==> config.mk <==
export PLATFORM = sky130hd
export DESIGN_NAME = iseu_store_unit
export DESIGN_NICKNAME = d
export VERILOG_FILES = /design/src/common/iseu_pkg.sv /design/src/iseu_asi_check.sv /design/src/iseu_store_unit.sv
export VERILOG_INCLUDE_DIRS = /design/src /design/src/common
export SDC_FILE = /design/constraint.sdc
export NUM_CORES = 1
export LEC_CHECK = 0
export ABC_AREA = 1
export ABC_CLOCK_PERIOD_IN_PS = 5900
export BUFFER_PORTS_ARGS = -buffer_cell sky130_fd_sc_hd__buf_2
export CAP_MARGIN = 5
export CORE_AREA = 4 4 179 181
export CTS_CLUSTER_SIZE = 20
export DETAILED_ROUTE_END_ITERATION = 16
export DIE_AREA = 0 0 183 185
export HOLD_SLACK_MARGIN = 0.12
export PLACE_DENSITY = 0.83
export SYNTH_ARGS = -nofsm -noshare
export SYNTH_HDL_FRONTEND = slang
export SYNTH_SLANG_ARGS = --single-unit
==> constraint.sdc <==
create_clock -name clk_i -period 5.9 [get_ports clk_i]
set_input_delay 0.885 -clock clk_i [delete_from_list [all_inputs] [get_ports clk_i]]
set_output_delay 0.885 -clock clk_i [all_outputs]
set_load 0.02 [all_outputs]
==> src/common/iseu_params.svh <==
// Constants for the integer store execution unit
// Functional notes
// - Decode byte, half, word, extended stores and their alternate-space forms from opcode_field.
// - Store full 64, low 32, low 16 or low 8 bits of destination register.
// - Address is src_a_reg plus src_b_reg, or plus sign-extended signed_offset_field.
// - Plain stores use the implicit address space of the current context.
// - Each completed store updates memory atomically, never partially visible.
// - Plain store with immediate-select 0 and bits 12:5 nonzero is illegal.
// - Misaligned halfword, word or extended store faults; byte stores never do.
// - Alternate space id comes from instruction field when i=0, register when i=1.
// - Space id bit 7 clear means privileged access, set means non-privileged.
// - Non-privileged alternate store to a privileged space raises privileged-access fault.
// - Privileged alternate store to space id 30 through 7F raises privileged-access fault.
// - Alternate byte, half, word stores accept only the listed spaces, else data-access fault.
// - Alternate extended store faults data-access only for the invalid space set.
// - Stores before a barrier reach memory before any store after it.
// - Store barrier behaves exactly as memory_barrier_op with ordering mask 8.
// - At a barrier the unit may stop issuing until earlier stores are visible.
// - Or it may keep issuing, with later stores visible only after earlier ones.
// - Store barrier with any of bits 12:0 nonzero is illegal; code traps bits 11:0 only, bit 12 set is not decoded as a barrier.
// - Barrier shares opcode_field 10 1000; selected by src_a 15, rd 0, i 0, bit12 0.
`ifndef ISEU_PARAMS_SVH
`define ISEU_PARAMS_SVH

// ----------------------------------------
// Instruction fields
// ----------------------------------------
`define ISEU_OP_MEM          2'h3
`define ISEU_OP_ARITH        2'h2
`define ISEU_SPACE_PLAIN     2'h0
`define ISEU_SPACE_ALT       2'h1
`define ISEU_LOW_BYTE        4'h5
`define ISEU_LOW_HALF        4'h6
`define ISEU_LOW_WORD        4'h4
`define ISEU_LOW_EXT         4'hE
`define ISEU_OPC_BARRIER     6'h28
`define ISEU_BAR_SRC_A       5'h0F
`define ISEU_BAR_MASK        4'h8

// ----------------------------------------
// Address space checks
// ----------------------------------------
`define ISEU_ASI_USER_BIT    7
`define ISEU_ASI_LE_BIT      3
`define ISEU_ASI_PRIV_LO     8'h30
`define ISEU_ASI_PRIV_HI     8'h7F
// One bit per space id, indexed by the id; grouped so each literal is exactly 64 digits
`define ISEU_NARROW_OK 256'h0000_0000_0000_0000_0000_0000_0000_0303_0000_0000_0000_0000_0000_0000_3333_1010
`define ISEU_EXT_BAD   256'h0203_0003_0A0F_2A3F_0000_0000_0000_000C_0000_0000_0000_0000_0000_1010_C0C0_0000

// ----------------------------------------
// Register map
// ----------------------------------------
`define ISEU_REG_CTRL        4'h0
`define ISEU_REG_STATUS      4'h4
`define ISEU_CTRL_OVERLAP    0
`define ISEU_STAT_WAIT       8
`define ISEU_STAT_FENCE      9
`define ISEU_CTRL_RESET      1'h0

`endif

==> src/common/iseu_pkg.sv <==
// Types shared by the integer store execution unit
package iseu_pkg;

  typedef enum logic [1:0] {
    iseu_sz_byte,
    iseu_sz_half,
    iseu_sz_word,
    iseu_sz_ext
  } iseu_size_t;

  typedef enum logic [0:0] {
    iseu_st_idle,
    iseu_st_barwait
  } iseu_state_t;

endpackage

==> src/iseu_asi_check.sv <==
// Address space privilege and validity check for alternate stores
`timescale 1ns/100ps
`include "iseu_params.svh"

module iseu_asi_check (
  input  wire logic [7:0] asi_i,
  input  wire logic       is_ext_i,
  input  wire logic       priv_i,
  output logic            priv_fault_o,
  output logic            data_fault_o,
  output logic            little_o
);

  localparam logic [255:0] NARROW_OK = `ISEU_NARROW_OK;
  localparam logic [255:0] EXT_BAD   = `ISEU_EXT_BAD;

  logic user_space;
  logic in_priv_range;

  assign user_space    = asi_i[`ISEU_ASI_USER_BIT];
  assign in_priv_range = (asi_i >= `ISEU_ASI_PRIV_LO) && (asi_i <= `ISEU_ASI_PRIV_HI);

  // Privileged-access faults
  assign priv_fault_o = (!priv_i && !user_space) || (priv_i && in_priv_range);

  // Narrow stores take a short allow list, extended stores a deny list
  assign data_fault_o = is_ext_i ? EXT_BAD[asi_i] : !NARROW_OK[asi_i];

  // Only the known spaces carry an endian meaning in bit 3
  assign little_o = NARROW_OK[asi_i] && asi_i[`ISEU_ASI_LE_BIT];

endmodule

==> src/iseu_store_unit.sv <==
// Integer store decode, check and issue unit with barrier ordering
`timescale 1ns/100ps
`include "iseu_params.svh"

module iseu_store_unit #(
  parameter int CNT_W = 8
) (
  input  wire logic        clk_i,
  input  wire logic        rst_i,
  // Instruction side
  input  wire logic        in_valid_i,
  output logic             in_ready_o,
  input  wire logic [31:0] instr_i,
  input  wire logic [63:0] src_a_reg_i,
  input  wire logic [63:0] src_b_reg_i,
  input  wire logic [63:0] store_val_i,
  input  wire logic [7:0]  asi_reg_i,
  input  wire logic [7:0]  implicit_asi_i,
  input  wire logic        privilege_level_bit_i,
  // Exception report
  output logic             exc_valid_o,
  output logic             exc_illegal_o,
  output logic             exc_misalign_o,
  output logic             exc_priv_o,
  output logic             exc_data_o,
  // Memory side
  output logic             mem_req_o,
  input  wire logic        mem_ready_i,
  output logic [63:0]      mem_addr_o,
  output logic [7:0]       mem_asi_o,
  output logic [63:0]      mem_data_o,
  output logic [1:0]       mem_size_o,
  output logic             mem_order_o,
  input  wire logic        mem_done_i,
  // Wishbone slave
  input  wire logic        wb_cyc_i,
  input  wire logic        wb_stb_i,
  input  wire logic        wb_we_i,
  input  wire logic [3:0]  wb_adr_i,
  input  wire logic [3:0]  wb_sel_i,
  input  wire logic [31:0] wb_dat_i,
  output logic [31:0]      wb_dat_o,
  output logic             wb_ack_o
);

  // ----------------------------------------
  // State
  // ----------------------------------------
  typedef struct packed {
    iseu_pkg::iseu_state_t st;
    logic [CNT_W-1:0]      cnt;
    logic                  fence;
    logic                  req;
    logic [63:0]           addr;
    logic [7:0]            asi;
    logic [63:0]           data;
    iseu_pkg::iseu_size_t  size;
    logic                  order;
    logic                  exc_v;
    logic [3:0]            exc;
    logic                  overlap;
    logic                  ack;
    logic [31:0]           rdat;
  } iseu_regs_t;

  iseu_regs_t s;
  iseu_regs_t next_s;

  // ----------------------------------------
  // Decode
  // ----------------------------------------
  logic [5:0]           opc;
  logic [3:0]           low;
  logic                 imm_sel;
  logic                 is_plain;
  logic                 is_alt;
  logic                 is_store;
  logic                 bar_sel;
  logic                 bar_ill;
  iseu_pkg::iseu_size_t sz;
  logic [63:0]          offset;
  logic [63:0]          ea;
  logic [7:0]           asi_sel;
  logic [2:0]           align_mask;
  logic                 st_ill;
  logic                 st_mis;
  logic                 asi_priv_f;
  logic                 asi_data_f;
  logic                 asi_little;
  logic                 fault;
  logic [63:0]          val;
  logic [63:0]          rev;
  logic [63:0]          swapped;
  logic                 fire;
  logic                 issue_done;
  logic                 cnt_full;
  logic [CNT_W-1:0]     cnt_next;

  assign opc     = instr_i[24:19];
  assign low     = opc[3:0];
  assign imm_sel = instr_i[13];
  assign is_plain = (instr_i[31:30] == `ISEU_OP_MEM) && (opc[5:4] == `ISEU_SPACE_PLAIN);
  assign is_alt   = (instr_i[31:30] == `ISEU_OP_MEM) && (opc[5:4] == `ISEU_SPACE_ALT);

  always_comb
  begin
    sz = iseu_pkg::iseu_sz_byte;
    is_store = is_plain || is_alt;
    case (low)
      `ISEU_LOW_BYTE: sz = iseu_pkg::iseu_sz_byte;
      `ISEU_LOW_HALF: sz = iseu_pkg::iseu_sz_half;
      `ISEU_LOW_WORD: sz = iseu_pkg::iseu_sz_word;
      `ISEU_LOW_EXT:  sz = iseu_pkg::iseu_sz_ext;
      default:        is_store = 1'b0;
    endcase
  end

  // Barrier shares its opcode with two other instructions
  assign bar_sel = (instr_i[31:30] == `ISEU_OP_ARITH) && (opc == `ISEU_OPC_BARRIER)
                   && (instr_i[18:14] == `ISEU_BAR_SRC_A) && (instr_i[29:25] == 5'h00)
                   && !imm_sel && !instr_i[12];
  assign bar_ill = bar_sel && (|instr_i[12:0]);

  assign offset = imm_sel ? {{51{instr_i[12]}}, instr_i[12:0]} : src_b_reg_i;
  assign ea     = src_a_reg_i + offset;

  // Alternate id from field or register; plain uses context id
  assign asi_sel = is_alt ? (imm_sel ? asi_reg_i : instr_i[12:5]) : implicit_asi_i;

  always_comb
  begin
    case (sz)
      iseu_pkg::iseu_sz_half: align_mask = 3'h1;
      iseu_pkg::iseu_sz_word: align_mask = 3'h3;
      iseu_pkg::iseu_sz_ext:  align_mask = 3'h7;
      default:                align_mask = 3'h0;
    endcase
  end

  assign st_ill = is_plain && !imm_sel && (|instr_i[12:5]);
  assign st_mis = |(ea[2:0] & align_mask);

  iseu_asi_check u_asi_check (
    .asi_i        (asi_sel),
    .is_ext_i     (sz == iseu_pkg::iseu_sz_ext),
    .priv_i       (privilege_level_bit_i),
    .priv_fault_o (asi_priv_f),
    .data_fault_o (asi_data_f),
    .little_o     (asi_little)
  );

  assign fault = st_ill || st_mis || (is_alt && (asi_priv_f || asi_data_f));

  // ----------------------------------------
  // Store data
  // ----------------------------------------
  always_comb
  begin
    case (sz)
      iseu_pkg::iseu_sz_byte: val = {56'h0, store_val_i[7:0]};
      iseu_pkg::iseu_sz_half: val = {48'h0, store_val_i[15:0]};
      iseu_pkg::iseu_sz_word: val = {32'h0, store_val_i[31:0]};
      default:                val = store_val_i;
    endcase
  end

  genvar gi;
  generate
    for (gi = 0; gi < 8; gi++)
    begin : g_rev
      assign rev[8*gi +: 8] = val[8*(7-gi) +: 8];
    end
  endgenerate

  // Reversal lands in the top bytes, shift back to the low end
  always_comb
  begin
    case (sz)
      iseu_pkg::iseu_sz_byte: swapped = rev >> 56;
      iseu_pkg::iseu_sz_half: swapped = rev >> 48;
      iseu_pkg::iseu_sz_word: swapped = rev >> 32;
      default:                swapped = rev;
    endcase
  end

  // ----------------------------------------
  // Handshakes
  // ----------------------------------------
  assign issue_done = s.req && mem_ready_i;
  assign cnt_full   = &s.cnt;
  assign in_ready_o = (s.st == iseu_pkg::iseu_st_idle) && (!s.req || mem_ready_i) && !cnt_full;
  assign fire       = in_valid_i && in_ready_o;
  assign cnt_next   = s.cnt + CNT_W'(issue_done) - CNT_W'(mem_done_i);

  // ----------------------------------------
  // Next state
  // ----------------------------------------
  always_comb
  begin
    next_s       = s;
    next_s.cnt   = cnt_next;
    next_s.exc_v = 1'b0;
    next_s.ack   = wb_cyc_i && wb_stb_i && !s.ack;
    // Fence stays while any store, from before or after the barrier, is still in flight
    next_s.fence = s.fence && (cnt_next != '0);
    if (issue_done)
    begin
      next_s.req = 1'b0;
    end
    if (s.st == iseu_pkg::iseu_st_barwait && s.cnt == '0 && !s.req)
    begin
      next_s.st = iseu_pkg::iseu_st_idle;
    end
    if (fire && is_store)
    begin
      if (fault)
      begin
        next_s.exc_v = 1'b1;
        // Priority: illegal, privileged, data access, alignment
        if (st_ill)
          next_s.exc = 4'h1;
        else if (is_alt && asi_priv_f)
          next_s.exc = 4'h4;
        else if (is_alt && asi_data_f)
          next_s.exc = 4'h8;
        else
          next_s.exc = 4'h2;
      end
      else
      begin
        // One beat per store so memory sees the value whole
        next_s.req   = 1'b1;
        next_s.addr  = ea;
        next_s.asi   = asi_sel;
        next_s.size  = sz;
        next_s.data  = (is_alt && asi_little) ? swapped : val;
        next_s.order = s.fence;
      end
    end
    if (fire && bar_sel)
    begin
      if (bar_ill)
      begin
        next_s.exc_v = 1'b1;
        next_s.exc   = 4'h1;
      end
      else if (s.overlap)
      begin
        // Keep issuing; later stores are tagged to wait for older ones
        next_s.fence = (cnt_next != '0) || (s.req && !issue_done);
      end
      else
      begin
        next_s.st = iseu_pkg::iseu_st_barwait;
      end
    end
    // Register bus
    if (next_s.ack)
    begin
      case (wb_adr_i)
        `ISEU_REG_CTRL:   next_s.rdat = {31'h0, s.overlap};
        `ISEU_REG_STATUS: next_s.rdat = 32'(s.cnt) | {22'h0, s.fence, s.st == iseu_pkg::iseu_st_barwait, 8'h0};
        default:          next_s.rdat = 32'h0;
      endcase
    end
    if (s.ack && wb_cyc_i && wb_stb_i && wb_we_i && wb_sel_i[0] && wb_adr_i == `ISEU_REG_CTRL)
    begin
      next_s.overlap = wb_dat_i[`ISEU_CTRL_OVERLAP];
    end
  end

  always_ff @(posedge clk_i)
  begin
    if (rst_i)
    begin
      s         <= '0;
      s.st      <= iseu_pkg::iseu_st_idle;
      s.size    <= iseu_pkg::iseu_sz_byte;
      s.overlap <= `ISEU_CTRL_RESET;
    end
    else
    begin
      s <= next_s;
    end
  end

  // ----------------------------------------
  // Outputs
  // ----------------------------------------
  assign exc_valid_o    = s.exc_v;
  assign exc_illegal_o  = s.exc_v && s.exc[0];
  assign exc_misalign_o = s.exc_v && s.exc[1];
  assign exc_priv_o     = s.exc_v && s.exc[2];
  assign exc_data_o     = s.exc_v && s.exc[3];
  assign mem_req_o      = s.req;
  assign mem_addr_o     = s.addr;
  assign mem_asi_o      = s.asi;
  assign mem_data_o     = s.data;
  assign mem_size_o     = s.size;
  assign mem_order_o    = s.req && s.order;
  assign wb_dat_o       = s.rdat;
  assign wb_ack_o       = s.ack;
endmodule

==> Word-level counts from Yosys, hierarchy flattened <==
Memory sizes are Yosys's and may differ from the RTL's.
Index checks and enable logic that the tools add are counted.
{ "word_totals": {"mem_bits_rw": 0, "word_cells": 136, "out_inout_bits": 179, "in_bits": 289, "rom_bits": 512, "reg_bits": 189, "latchBits": 0, "n_memories": 2} }
{ "classes": {"n_bitwise": 4, "n_div": 0, "n_lt_le_gt_ge": 3, "shift": 0, "muxes": 29, "n_reduce_logical": 68, "addsub": 3, "eq_ne": 13, "mul": 0} }
{ "memory_table": {"columns": ["memory", "depth", "width", "read_ports", "rd_ports_with_merged_regs", "write_ports", "line_no", "rtl"], "rows": [
  ["(no name shown)", 256, 1, 1, 0, 0, "iseu_asi_check.sv:27", "assign data_fault_o = is_ext_i ? EXT_BAD[asi_i] : !NARROW_OK[asi_i];"],
  ["(no name shown)", 256, 1, 1, 0, 0, "iseu_asi_check.sv:27", null]
]} }
{ "op_table": {"columns": ["operator", "n"], "rows": [
  ["64-bit one-hot mux with 3 select lines", 2],
  ["145-bit two-way mux", 1],
  ["140-bit two-way mux", 1],
  ["64-bit two-way mux", 2],
  ["64-bit adder", 1],
  ["1-bit logical AND", 40],
  ["10-bit one-hot mux with 2 select lines", 1],
  ["4-bit by 3-bit == test with 1-bit output, second input constant", 4],
  ["8-bit two-way mux", 2],
  ["5-bit two-way mux", 3],
  ["13-bit OR reduction", 1],
  ["1-bit two-way mux", 12],
  ["4-bit two-way mux", 3],
  ["8-bit by 10-bit bitwise OR with 10-bit output", 1],
  ["1-bit logical NOT", 9],
  ["8-bit by 9-bit less-than comparator with 1-bit output, second input constant", 1],
  ["3-bit one-hot mux with 3 select lines", 1],
  ["8-bit by 1-bit adder with 8-bit output", 1],
  ["2-bit == test, second input constant", 4],
  ["8-bit by 6-bit >= comparator with 1-bit output, second input constant", 1],
  ["8-bit by 7-bit less-or-equal comparator with 1-bit output, second input constant", 1],
  ["8-bit logical NOT", 1],
  ["8-bit AND reduction", 1],
  ["8-bit nonzero test", 1],
  ["other kinds (16)", 25]
]} }

==> Logic depth before layout (Yosys ltp) <==
Gate-level depths: netlist of the first run.
{ "depth": {"word_depth": 15, "depth_mapped": 21, "mapped_depth_nobuf": 19} }

==> Hierarchy <==
Synthesis of the first run repeated with hierarchy kept, for this count alone.
{ "unflattened": {"hier_cells": 2846, "hier_area_um2": 15990.3} }
{ "modules_own_cells": {"columns": ["mod", "area_each_um2", "cells_each", "seq_area_each_um2", "instances"], "rows": [
  ["iseu_store_unit", 15792.6, 2799, 3343.2, 1],
  ["iseu_asi_check", 197.7, 47, 0.0, 1]
]} }

==> Worst setup path before layout of the first run <==
Ideal clock, no wire load.
{ "synth_path": {"kind": "input-to-reg", "start": "input instr_i[13]", "end": "register s (netlist bit mem_addr_o[50])", "t_arrival_ns": 3.464, "required_ns": 5.786, "setup_time_ns": 0.114, "stages": 18, "setup_slack_ns": 2.322, "n_path_buf": 2, "cell_sequence": "inv_1 > clkbuf_1 > clkbuf_1 > nand2_1 > nand2_1 > ha_1 > inv_1 > fa_1 > o21ai_0 > nand2_1 > nand2_1 > a21oi_1 > o21ai_0 > nand3_1 > nand3_1 > nand2_1 > a21oi_1 > nor2_1"} }
{ "synth_between": {"elab_chain_len": 11, "word_cells_on_any_way": 28, "classes_between": "1 x add/sub; 2 x order compare; 6 x mux; 2 x bitwise; 15 x reduce/logical; 2 x memory"} }
{ "synth_rtl": {"columns": ["item", "line_no", "rtl"], "rows": [
  ["start: declaration", "iseu_store_unit.sv:13", "input wire logic [31:0] instr_i,"],
  ["8-bit two-way mux (2 in series)", "iseu_store_unit.sv:128", "assign asi_sel = is_alt ? (imm_sel ? asi_reg_i : instr_i[12:5]) : implicit_asi_i;"],
  ["memory read 256 x 1 bit, or another cell as far along", null, null],
  ["1-bit two-way mux / 1-bit logical AND (equally long branches)", null, null],
  ["1-bit logical NOT / 1-bit logical AND (equally long branches)", "iseu_asi_check.sv:27, iseu_asi_check.sv:24", null],
  ["1-bit two-way mux / 1-bit logical OR (equally long branches)", "iseu_asi_check.sv:27, iseu_asi_check.sv:24", null],
  ["1-bit logical OR", "iseu_store_unit.sv:152", "assign fault = st_ill || st_mis || (is_alt && (asi_priv_f || asi_data_f));"],
  ["1-bit logical AND", "iseu_store_unit.sv:152", null],
  ["1-bit logical OR", "iseu_store_unit.sv:152", null],
  ["1-bit inverter (no line)", null, null],
  ["2-bit AND reduction (no line)", null, null],
  ["end signal: assignment", "iseu_store_unit.sv:283", "s <= next_s;"],
  ["end: declaration", "iseu_store_unit.sv:66", "iseu_regs_t s;"]
]} }
Parallel ways exist; a longest one is shown, timed or not. The select of a mux whose other input is x is not followed.
A chain may end at the register's enable or synchronous reset.

==> Worst setup path after layout of the first run <==
{ "layout_path": {"start": "input instr_i[13]", "end": "register s (netlist bit mem_addr_o[57])"} }
The elaborated chain is that of the path after synthesis.

==> results of run 1 <==
==> worst max-delay path by stage <==
stage	startpoint	endpoint	slack, ns	cells past startpoint
after CTS	instr_i[13]	mem_addr_o[57]	1.90	16
after global routing	instr_i[13]	mem_addr_o[57]	1.60	16
after global placement	instr_i[13]	mem_addr_o[57]	1.54	16
after detailed placement	instr_i[13]	mem_addr_o[57]	1.48	16
final	instr_i[13]	mem_addr_o[57]	1.73	16
after floorplan	instr_i[13]	mem_addr_o[50]	2.32	18
==> worst register-to-register path: stages, from the launching register on <==
cell and delay, ns:
dfxtp_1 0.35, ha_1 0.21, nand3_1 0.10, o211a_1 0.22
nand2_1 0.18, nor3b_2 0.49, nand4_4 0.58, buf_12 0.40
a21oi_1 0.29, nor2_1 0.07
==> power groups by stage <==
stage,registers [W],clock network (W),logic [W]
after global placement,0.00121,0,0.00116
after floorplan,0.00120,0,0.000824
after global routing,0.00119,0.00121,0.00134
after detailed placement,0.00121,0,0.00118
after CTS,0.00118,0.00117,0.00119
final,0.00119,0.00116,0.00121
==> cells by family after synthesis <==
family,after synthesis,synth area share (%)
buffers and inverters,636,20.12
adder cells (fa/ha/maj),79,6.502
XOR/XNOR,50,2.838
other,1,0.02430
AO/OA/AOI/OAI,416,15.43
AND/OR/NAND/NOR,1294,33.42
flip-flops,167,21.66
==> sequential cells by signal, indices dropped and copies added, names as in the netlist <==
name         flops
mem_addr_o      64
mem_data_o      64
s               16
wb_dat_o        10
mem_asi_o        8
mem_size_o       2
exc_valid_o      1
mem_req_o        1
wb_ack_o         1
==> layer usage <==
| layer | routed length [microns] | share of wire, % | global-route usage [%] |
|---|---|---|---|
| met5 | 0 | 0 | 0 |
| met4 | 2897 | 5.2 | 15.11 |
| met3 | 4135 | 7.5 | 3.849 |
| met2 | 26370 | 48 | 53.96 |
| met1 | 22030 | 40 | 38.41 |
==> cells in the final DEF, fill, tap and decap left out, drive strengths merged, types with 11 or more instances in the layout <==
| master | count |
|---|---|
| a21o | 11 |
| a21oi | 141 |
| buf | 424 |
| clkbuf | 19 |
| conb | 22 |
| dfxtp | 167 |
| ha | 77 |
| inv | 382 |
| nand2 | 759 |
| nand3 | 86 |
| nand4 | 21 |
| nor2 | 391 |
| nor3 | 13 |
| nor4 | 12 |
| o21ai | 162 |
| o21bai | 44 |
| o31ai | 16 |
| xor2 | 40 |
==> metrics by stage <==
stage / util (%) / hold slack (ns) / instance area (sq um) / instances / worst slack (ns)
global route: 56.22 / 0.4916 / 17110 / 3261 / 1.603
CTS: 56.18 / 0.4825 / 17100 / 3257 / 1.903
finish: 56.23 / 0.4858 / 17110 / 3262 / 1.731
global placement: 54.26 / 0.4623 / 16510 / 3225 / 1.544
detailed placement: 54.26 / 0.4713 / 16510 / 3225 / 1.484
floorplan: - / 0.4366 / 15510 / 2664 / 2.322
==> layout make-up <==
type | count | area [sq um]
inverter | 377 | 1416
tap | 396 | 495.5
multi-input combinational | 1861 | 9062
fill | 3097 | 13320
clock buffer | 19 | 452.9
sequential | 167 | 3343
clock inverter | 13 | 133.9
antenna | 5 | 12.51
timing repair buffer | 424 | 2192
==> metrics.md, run 1 <==
| Metric | Value |
|---|---|
| Status | completed |
| Sw Pwr | between 0.001 and 0.0015 W |
| Synth cell count leaders | 757 x nand2_1, 386 x nor2_1, 371 x inv_1, 181 x buf_4, 167 x dfxtp_1 |
| Mapped Cells | approximately 2.6k |
| Async SR Flop Fraction | 0% |
| Die width | 183 microns |
| Critical R2R Launch | s[182] |
| CP required | 6.23 ns |
| Startpoint Class | input port |
| Row Count | 64 |
| Max-cap violations | 0 |
| Final min period | 4.169 ns |
| Yosys Warn Count | 0 |
| Initial DRC count | 1602 |
| Vias in the first global route | 15.93k |
| Clock power frac | between 30% and 40% |
| Die area | between 30000 and 40000 sq um |
| Combinational power share | between 30% and 40% |
| Worst VDD drop | about 0.18 mV |
| Synthesized area | 15430 sq um |
| Clk Latency, worst-skew pair | 0.45 ns |
| Setup TNS | 0 ns |
| CP Class | in -> reg |
| Initial antenna violation count | 4 |
| Cts repair resizes | 0 |
| Via/cell ratio | ~5.2 |
| Post-CTS setup repair buffer count | 0 |
| Nets | between 3k and 4k |
| Root buffer cell | clkbuf_16 |
| Core region area | between 30000 and 40000 sq um |
| Largest net degree at the start of global routing | 109 |
| Slowest CP cell | o21ai_0 |
| Reg2reg setup slack | around 2.9 ns |
| Leakage power | around 9.4 nW |
| CTS tree | yes |
| First-pass GRT wire length | between 80 and 90 mm |
| Io pins | between 400 and 500 |
| Reg-to-Reg End | mem_addr_o[37] |
| Num CTS Buffers | 17 |
| Final hold violations | 0 |
| Internal | approximately 0.0022 W |
| Top FF cell, synth | dfxtp_1 |
| Total track usage | 31.16% |
| Worst Hold Depth | 2 |
| Critical path endpoint category | flop |
| Final GP Congestion | slightly below 1 |
| RSZ-0062 raised after global routing | no |
| Cell with the most instances after synthesis | nand2_1 |
| Wire length per cell | 16.99 microns |
| Power Density | around 210 nW/um^2 |
| Flops & latches, synth | 167 |
| Yosys top cell by area | dfxtp_1 |
| Final wirelength | 55.43 mm |
| Die H | around 190 microns |
| WHS Endpoint | s[37] |
| Most used cell, CP | nand2_1 |
| Synth unique cells | 47 |
| Post-synth EDFFs | 0 |
| Worst EP arrival | roughly 4.5 ns |
| DP HPWL | about 45 mm |
| Mean Syn Cell Area | 5.839 sq um |
| Initial core utilization | between 50% and 60% |
| # setup viols final | 0 |
| Worst hold path type | reg -> reg |
| Crit path cell chain | buf_2 -> nand2_1 -> buf_4 -> nand2_1 -> ha_1 -> nand2_1 -> nor2_1 -> nand2_1 -> o21ai_0 -> nand2_1 -> nand2_1 -> nand2_1 -> nand2_1 -> nand2_1 -> a21oi_1 -> nor2_1 |
| Worst slew pin tran | just over 0.9 ns |
| Slew HR | between 30 and 40% |
| Global route overflow | 0 |
| Hold wc startpoint | s[37] |
| Depth of the most critical reg-to-reg path | 9 |
| FMAX | 239.9 MHz |
| CTS sink count | between 150 and 200 |
| Sequential Power Share | around a third |
| Max-slew violations | 0 |
| Layout Area Growth over Synthesis | 10.86% |
| Clock Skews | approximately 0.017 ns |
| Post-route DRC | 0 |
| Layout cells sized above 1 | around 17% |
| Max incr delay on CP | 0.67 ns |
| Total power | between 0.003 and 0.004 W |
| H-tree depth | 4 |
| Worst path top cell family by delay | simple AND/OR/NAND/NOR gates |
| Crit share post-route | slightly above 70% |
| CP bufs+invs | 2 |
| Antenna Nets Post-Route | 0 |
| IO Port Bufs | roughly 400 |
| Top cells by area, synth | dfxtp_1 22%, nand2_1 18%, nor2_1 9.4%, inv_1 9.0%, buf_4 8.8% |
| Sw Share | 38.23% |
| Yosys top cell area share | ~22% |
| Worst-path clk slew | approximately 0.070 ns |
| Clock buffer depth | 2 |
| 1st-pass router iterations | 6 |
| Critical Path Fanout Max | 21 |
| Total vias in the final route | 17.11k |
| Sequential area share after synthesis | a little over a fifth |
| # hold bufs at CTS | 0 |
(Power assumes the default switching activity.)
==> run 2, diff against run 1 <==
ABC_CLOCK_PERIOD_IN_PS = 4360   (was 5900)
CORE_AREA = 4 4 180 182   (was 4 4 179 181)
DIE_AREA = 0 0 184 186   (was 0 0 183 185)
PLACE_DENSITY = 0.82   (was 0.83)
clock period = 4.36 ns   (was 5.9 ns; I/O delays follow)
==> metrics.md, run 2 (synthesis results as in run 1) <==
| Metric | Value |
|---|---|
| Core region area | ~31000 sq um |
| Final GP Congestion | 0.9950 |
| Commonest cells after routing, fill and taps aside | 757 x nand2_1, 411 x buf_2, 386 x nor2_1, 369 x inv_1, 167 x dfxtp_1 |
| Worst hold path type | reg -> reg |
| Total vias in the final route | 17.16k |
| Post-route DRC | 0 |
| Critical Path Fanout Max | 18 |
| First-pass GRT wire length | between 80 and 90 mm |
| Max-slew violations | 0 |
| Cts repair resizes | 0 |
| Final min period | about 3.3 ns |
| Wire length per cell | roughly 17 microns |
| H-tree depth | 4 |
| Vias in the first global route | around 16k |
| Slowest CP cell | o21ai_0 |
| Final wirelength | roughly 56 mm |
| Final hold violations | 0 |
| # setup viols final | 0 |
| CP Class | in -> reg |
| Root buffer cell | clkbuf_16 |
| Max incr delay on CP | between 0.4 and 0.5 ns |
| Final Cell Area | roughly 17000 sq um |
| Global route overflow | 0 |
| Slew HR | about two fifths |
| Io pins | about 470 |
| Worst slew pin tran | a little under 0.9 ns |
| Leakage power | between 9 and 10 nW |
| FMAX | ~300 MHz |
| Status | completed |
| Total track usage | 30.96% |
| Largest net degree at the start of global routing | 155 |
| CTS tree | yes |
| Fill count | 3115 |
| Clk Latency, worst-skew pair | between 0.4 and 0.5 ns |
| Die area | between 30000 and 40000 sq um |
| Clock Skews | 0.01337 ns |
| Leading cell type in the layout, fill and taps excluded | nand2_1 |
| DP HPWL | between 40 and 50 mm |
| RSZ-0062 raised after global routing | no |
| Max-cap violations | 0 |
| Power Density | slightly below 300 nW/um^2 |
| 1st-pass router iterations | 8 |
| Post-CTS setup repair buffer count | 0 |
| IO Port Bufs | just over 400 |
| Clock buffer depth | 2 |
| Worst VDD drop | roughly 0.29 mV |
| Layout cells sized above 1 | around 17% |
| CTS sink count | ~170 |
| Worst EP arrival | approximately 3.7 ns |
| Setup TNS | 0 ns |
| Most used cell, CP | nand2_1 |
| Crit share post-route | between 70 and 80% |
| Antenna Nets Post-Route | 0 |
| Crit path cell chain | buf_2 -> inv_2 -> nand2_1 -> nand2_1 -> ha_1 -> inv_1 -> fa_1 -> o21ai_0 -> a21oi_1 -> inv_1 -> nand2_1 -> nand2_1 -> nand2_1 -> nand2_1 -> nand2_1 -> nand2_1 -> xor2_1 -> nor2_1 -> nor2_1 |
| Layout Area Growth over Synthesis | 11.42% |
| Via/cell ratio | 5.261 |
| Reg2reg setup slack | approximately 1.7 ns |
| Row Count | 64 |
| Worst-path clk slew | about 0.07 ns |
| # hold bufs at CTS | 0 |
| Num CTS Buffers | 17 |
| Post-Place Cell Area | around 17000 sq um |
| Critical path endpoint category | flop |
| Nets | roughly 3.2k |
| Initial DRC count | 1368 |
| Startpoint Class | input port |
| Die width | between 150 and 200 microns |
| CP required | around 4.7 ns |
| Die H | between 150 and 200 microns |
| Initial core utilization | between 50 and 60% |
| Initial antenna violation count | 2 |
run 2: cell types whose count changed in the layout (fill, tap and decap cells not counted):
cell	before	now
diode_2	5	2
clkbuf_8	2	0
inv_6	4	2
clkinv_8	0	1
buf_4	10	12
buf_12	3	4
clkbuf_1	0	2
clkinv_2	3	1
bufinv_16	1	4
run 2: layer usage:
metal  track usage, %  vias to the layer above  part of all wire [%]  wire length (microns)
li1                 -                     8481                     -                      -
met1            38.30                     7685                    39                  21980
met2            52.32                      846                    47                  25960
met3            4.983                      151                   8.8                   4873
met4            15.41                        0                   5.1                   2833
met5                0                        -                     0                      0
run 2: area by class of cell:
class                           count  area, sq um  share of cell area, %
Antenna cell                        2        5.005                0.02911
Clock buffer                       19        432.9                  2.518
Clock inverter                     13        212.7                  1.237
Inverter                          377         1416                  8.237
Multi-Input combinational cell   1861         9062                  52.70
Sequential cell                   167         3343                  19.44
Tap cell                          396        495.5                  2.881
Timing Repair Buffer              427         2227                  12.95
run 2: worst max-delay path: cells and delay by family:
kind            cells  cell delay (ns)
xor+xnor            1             0.24
simple gates       10             0.99
fa+ha+maj           2             0.55
compound gates      2             0.62
buf+inv             4             0.63
run 2: report_power, final:
group	internal [W]	switching [W]	total [W]
clock	0.000982	0.000719	0.00170
sequential	0.00157	0.0000318	0.00160
combinational	0.000573	0.00108	0.00165
total	0.00313	0.00183	0.00495
run 2: worst paths after layout:
kind               startpoint             end  depth (start not counted)
setup / recovery  instr_i[13]  mem_addr_o[36]                         19
hold / removal          s[36]           s[36]                          2
setup reg to reg       s[182]  mem_data_o[45]                          9
hold reg to reg         s[36]           s[36]                          2
run 2: through the flow:
step | power, W | hold WS (ns) | util, % | setup slack, ns | std cells
3_3_place_gp | 0.003216 | 0.4644 | 54.09 | 0.7095 | 3228
4_1_cts | 0.004943 | 0.4991 | 56.20 | 1.062 | 3260
2_1_floorplan | 0.002744 | 0.4366 | - | 1.013 | 2664
3_5_place_dp | 0.003240 | 0.4755 | 54.09 | 0.6038 | 3228
6_report | 0.004953 | 0.5082 | 56.21 | 1.035 | 3262
5_1_grt | 0.005213 | 0.5101 | 56.21 | 0.7535 | 3262
==> run 3, diff against run 2 <==
ABC_AREA = 0   (was 1)
ABC_CLOCK_PERIOD_IN_PS = 3390   (was 4360)
CORE_AREA = 4 4 177 179   (was 4 4 180 182)
DIE_AREA = 0 0 181 183   (was 0 0 184 186)
PLACE_DENSITY = 0.78   (was 0.82)
clock period = 3.39 ns   (was 4.36 ns; I/O delays follow)
==> metrics.md, run 3 <==
| Metric | Value |
|---|---|
| Status | completed |
| Die width | 181 microns |
| Yosys top cell area share | between 20 and 25% |
| CTS tree | yes |
| Final wirelength | around 52 mm |
| IO Port Bufs | between 400 and 500 |
| Initial antenna violation count | 2 |
| Nets | 2616 |
| Fill count | about 2.7k |
| Post-route DRC | 0 |
| Worst EP arrival | 3.66 ns |
| Io pins | ~470 |
| Startpoint Class | input port |
| Sequential area share after synthesis | between 20 and 25% |
| # setup viols final | 0 |
| Worst slew pin tran | 0.9544 ns |
| XOR/XNOR Fraction of Synth Area | 3.720% |
| Depth of the most critical reg-to-reg path | 10 |
| Worst hold path type | in -> reg |
| Largest net degree at the start of global routing | slightly below 90 |
| CP Class | in -> reg |
| Antenna Nets Post-Route | 0 |
| Post-Synth Adder-Cell Area | under 10% |
| Synth Area in Simple Gates | 18.18% |
| Reg2reg setup slack | 0.70 ns |
| Synthesized area | ~14000 sq um |
| Flops & latches, synth | 167 |
| 1st-pass router iterations | 6 |
| Crit share post-route | 97.77% |
| Die H | 183 microns |
| Final min period | approximately 3.3 ns |
| Core region area | between 20000 and 30000 sq um |
| Yosys Warn Count | 0 |
| Initial core utilization | between 40% and 50% |
| Root buffer cell | clkbuf_16 |
| Worst Hold Depth | 3 |
| Power Density | 368.7 nW/um^2 |
| Wire length per cell | ~20 microns |
| Initial DRC count | ~1.2k |
| Mean Syn Cell Area | between 7 and 8 sq um |
| Vias in the first global route | between 10k and 15k |
| Max-cap violations | 0 |
| Post-synth EDFFs | 0 |
| Via/cell ratio | 5.625 |
| Post-Place Cell Area | between 15000 and 20000 sq um |
| Worst VDD drop | 0.3196 mV |
| Total track usage | between 20% and 30% |
| Setup TNS | 0 ns |
| Max-slew violations | 0 |
| Largest family of logic cells by synthesized area | compound AO/OA/AOI/OAI gates |
| Layout Area Growth over Synthesis | 29.94% |
| Total vias in the final route | approximately 15k |
| Leakage power | just over 8 nW |
| Leading cell type in the layout, fill and taps excluded | buf_2 |
| CTS sink count | 167 |
| Clk Latency, worst-skew pair | approximately 0.45 ns |
| Synth cell count leaders | 198 x a21oi_1, 180 x buf_4, 167 x dfxtp_1, 161 x nor2_1, 160 x nand2_1 |
| H-tree depth | 4 |
| DP Worst Slack | -0.4311 ns |
| Final Cell Area | 17750 sq um |
| Mux cell area share after synthesis | ~6.2% |
| Top cells by area, synth | dfxtp_1 24%, buf_4 9.9%, a21oi_1 7.3%, ha_1 7.1%, nor2_1 4.4% |
| Num CTS Buffers | 17 |
| Final GP Congestion | 0.9687 |
| Critical Path Fanout Max | 15 |
| DP HPWL | 41.17 mm |
| Worst-path clk slew | ~0.090 ns |
| CP required | around 3.7 ns |
| Commonest cells after routing, fill and taps aside | 409 x buf_2, 256 x buf_4, 188 x a21oi_1, 167 x dfxtp_1, 159 x nor2_1 |
| Async SR Flop Fraction | 0% |
| Layout cells sized above 1 | 36.80% |
| Compound-gate portion of the synthesized area | between 20 and 25% |
| Final hold violations | 0 |
| FMAX | around 300 MHz |
| Critical path endpoint category | flop |
| Clock Skews | ~0.024 ns |
| First-pass GRT wire length | slightly below 80 mm |
| Global route overflow | 0 |
| Slew HR | 35.88% |
| Die area | around 33000 sq um |
| Cell with the most instances after synthesis | a21oi_1 |
| Final worst slack | ~0.076 ns |
| Yosys top cell by area | dfxtp_1 |
| Row Count | 63 |
| Clock buffer depth | 2 |
| Mapped Cells | roughly 1.8k |
| Top FF cell, synth | dfxtp_1 |
| # hold bufs at CTS | 0 |
| Synth unique cells | 80 |
## run 3: changes by cell type in the layout (fill, tap and decap cells not counted), sizes merged, moves of 35 or more
cell,before,now
a211oi,0,44
a21oi,141,200
a22oi,0,35
buf,427,682
inv,380,85
mux2i,0,61
nand2,759,161
nand3,86,29
nor2,391,163
nor3,13,63
o21ai,162,116
## run 3: repair_timing
item,in CTS,in global routing
endpoints found under the setup margin,0,22
gates resized for setup,0,44
setup buffers,0,11
## run 3: logic make-up after synthesis
family / Yosys count
AO/OA/AOI/OAI: 529
AND/OR/NAND/NOR: 529
buffers and inverters: 371
flip-flops: 167
multiplexers: 81
adder cells (fa/ha/maj): 79
XOR/XNOR: 58
other: 1
## run 3: worst max-delay path, cell delays in order
cell       delay (ns)
buf_6            0.15
clkbuf_16        0.21
mux2_2           0.35
ha_1             0.21
a211oi_2         0.26
o21bai_2         0.12
nor2_1           0.19
a211oi_2         0.11
a211oi_2         0.31
o31ai_2          0.15
a221o_2          0.42
a2111oi_4        0.33
xnor2_1          0.12
a22o_1           0.20
## run 3: cell type report
| cell class | count | area, sq um | share of cell area (%) |
|---|---|---|---|
| multi-input combinational | 1298 | 8652 | 48.76 |
| clock buffer | 17 | 425.4 | 2.397 |
| inverter | 78 | 292.8 | 1.650 |
| clock inverter | 15 | 156.4 | 0.8813 |
| tap | 390 | 488.0 | 2.750 |
| timing repair buffer | 686 | 4383 | 24.70 |
| sequential | 167 | 3343 | 18.84 |
| antenna | 2 | 5.005 | 0.02820 |
## run 3: worst paths after layout
| path | start | to |
|---|---|---|
| worst min register to register | mem_addr_o[18] | mem_addr_o[18] |
| worst max-delay path | instr_i[13] | mem_addr_o[61] |
| worst min-delay path | wb_dat_i[0] | s[33] |
| worst max register to register | s[184] | mem_size_o[0] |
## run 3: metrics by stage
step | instances | utilization [%] | hold slack, ns | total power [W]
detailed placement | 2604 | 56.88 | 0.4426 | 0.004432
global route | 2653 | 60.03 | 0.3267 | 0.006857
floorplan | 1836 | - | 0.4273 | 0.003520
finish | 2653 | 60.03 | 0.3161 | 0.006543
CTS | 2636 | 58.85 | 0.3053 | 0.006442
global placement | 2604 | 56.88 | 0.4357 | 0.004399
## run 3: where the power goes
group          switching (W)  total (W)  internal (W)
Sequential         0.0000484    0.00206       0.00201
Clock                0.00101    0.00199      0.000984
Combinational        0.00135    0.00249       0.00115
## run 3: routing by layer
layer / vias to the layer above / share of wire (%) / GRT usage (%)
met2: 793 / 47 / 50.06
met5: - / 0 / 0
met4: 0 / 4.6 / 12.85
li1: 7084 / - / -
met1: 6894 / 40 / 36.00
met3: 151 / 8.1 / 5.434
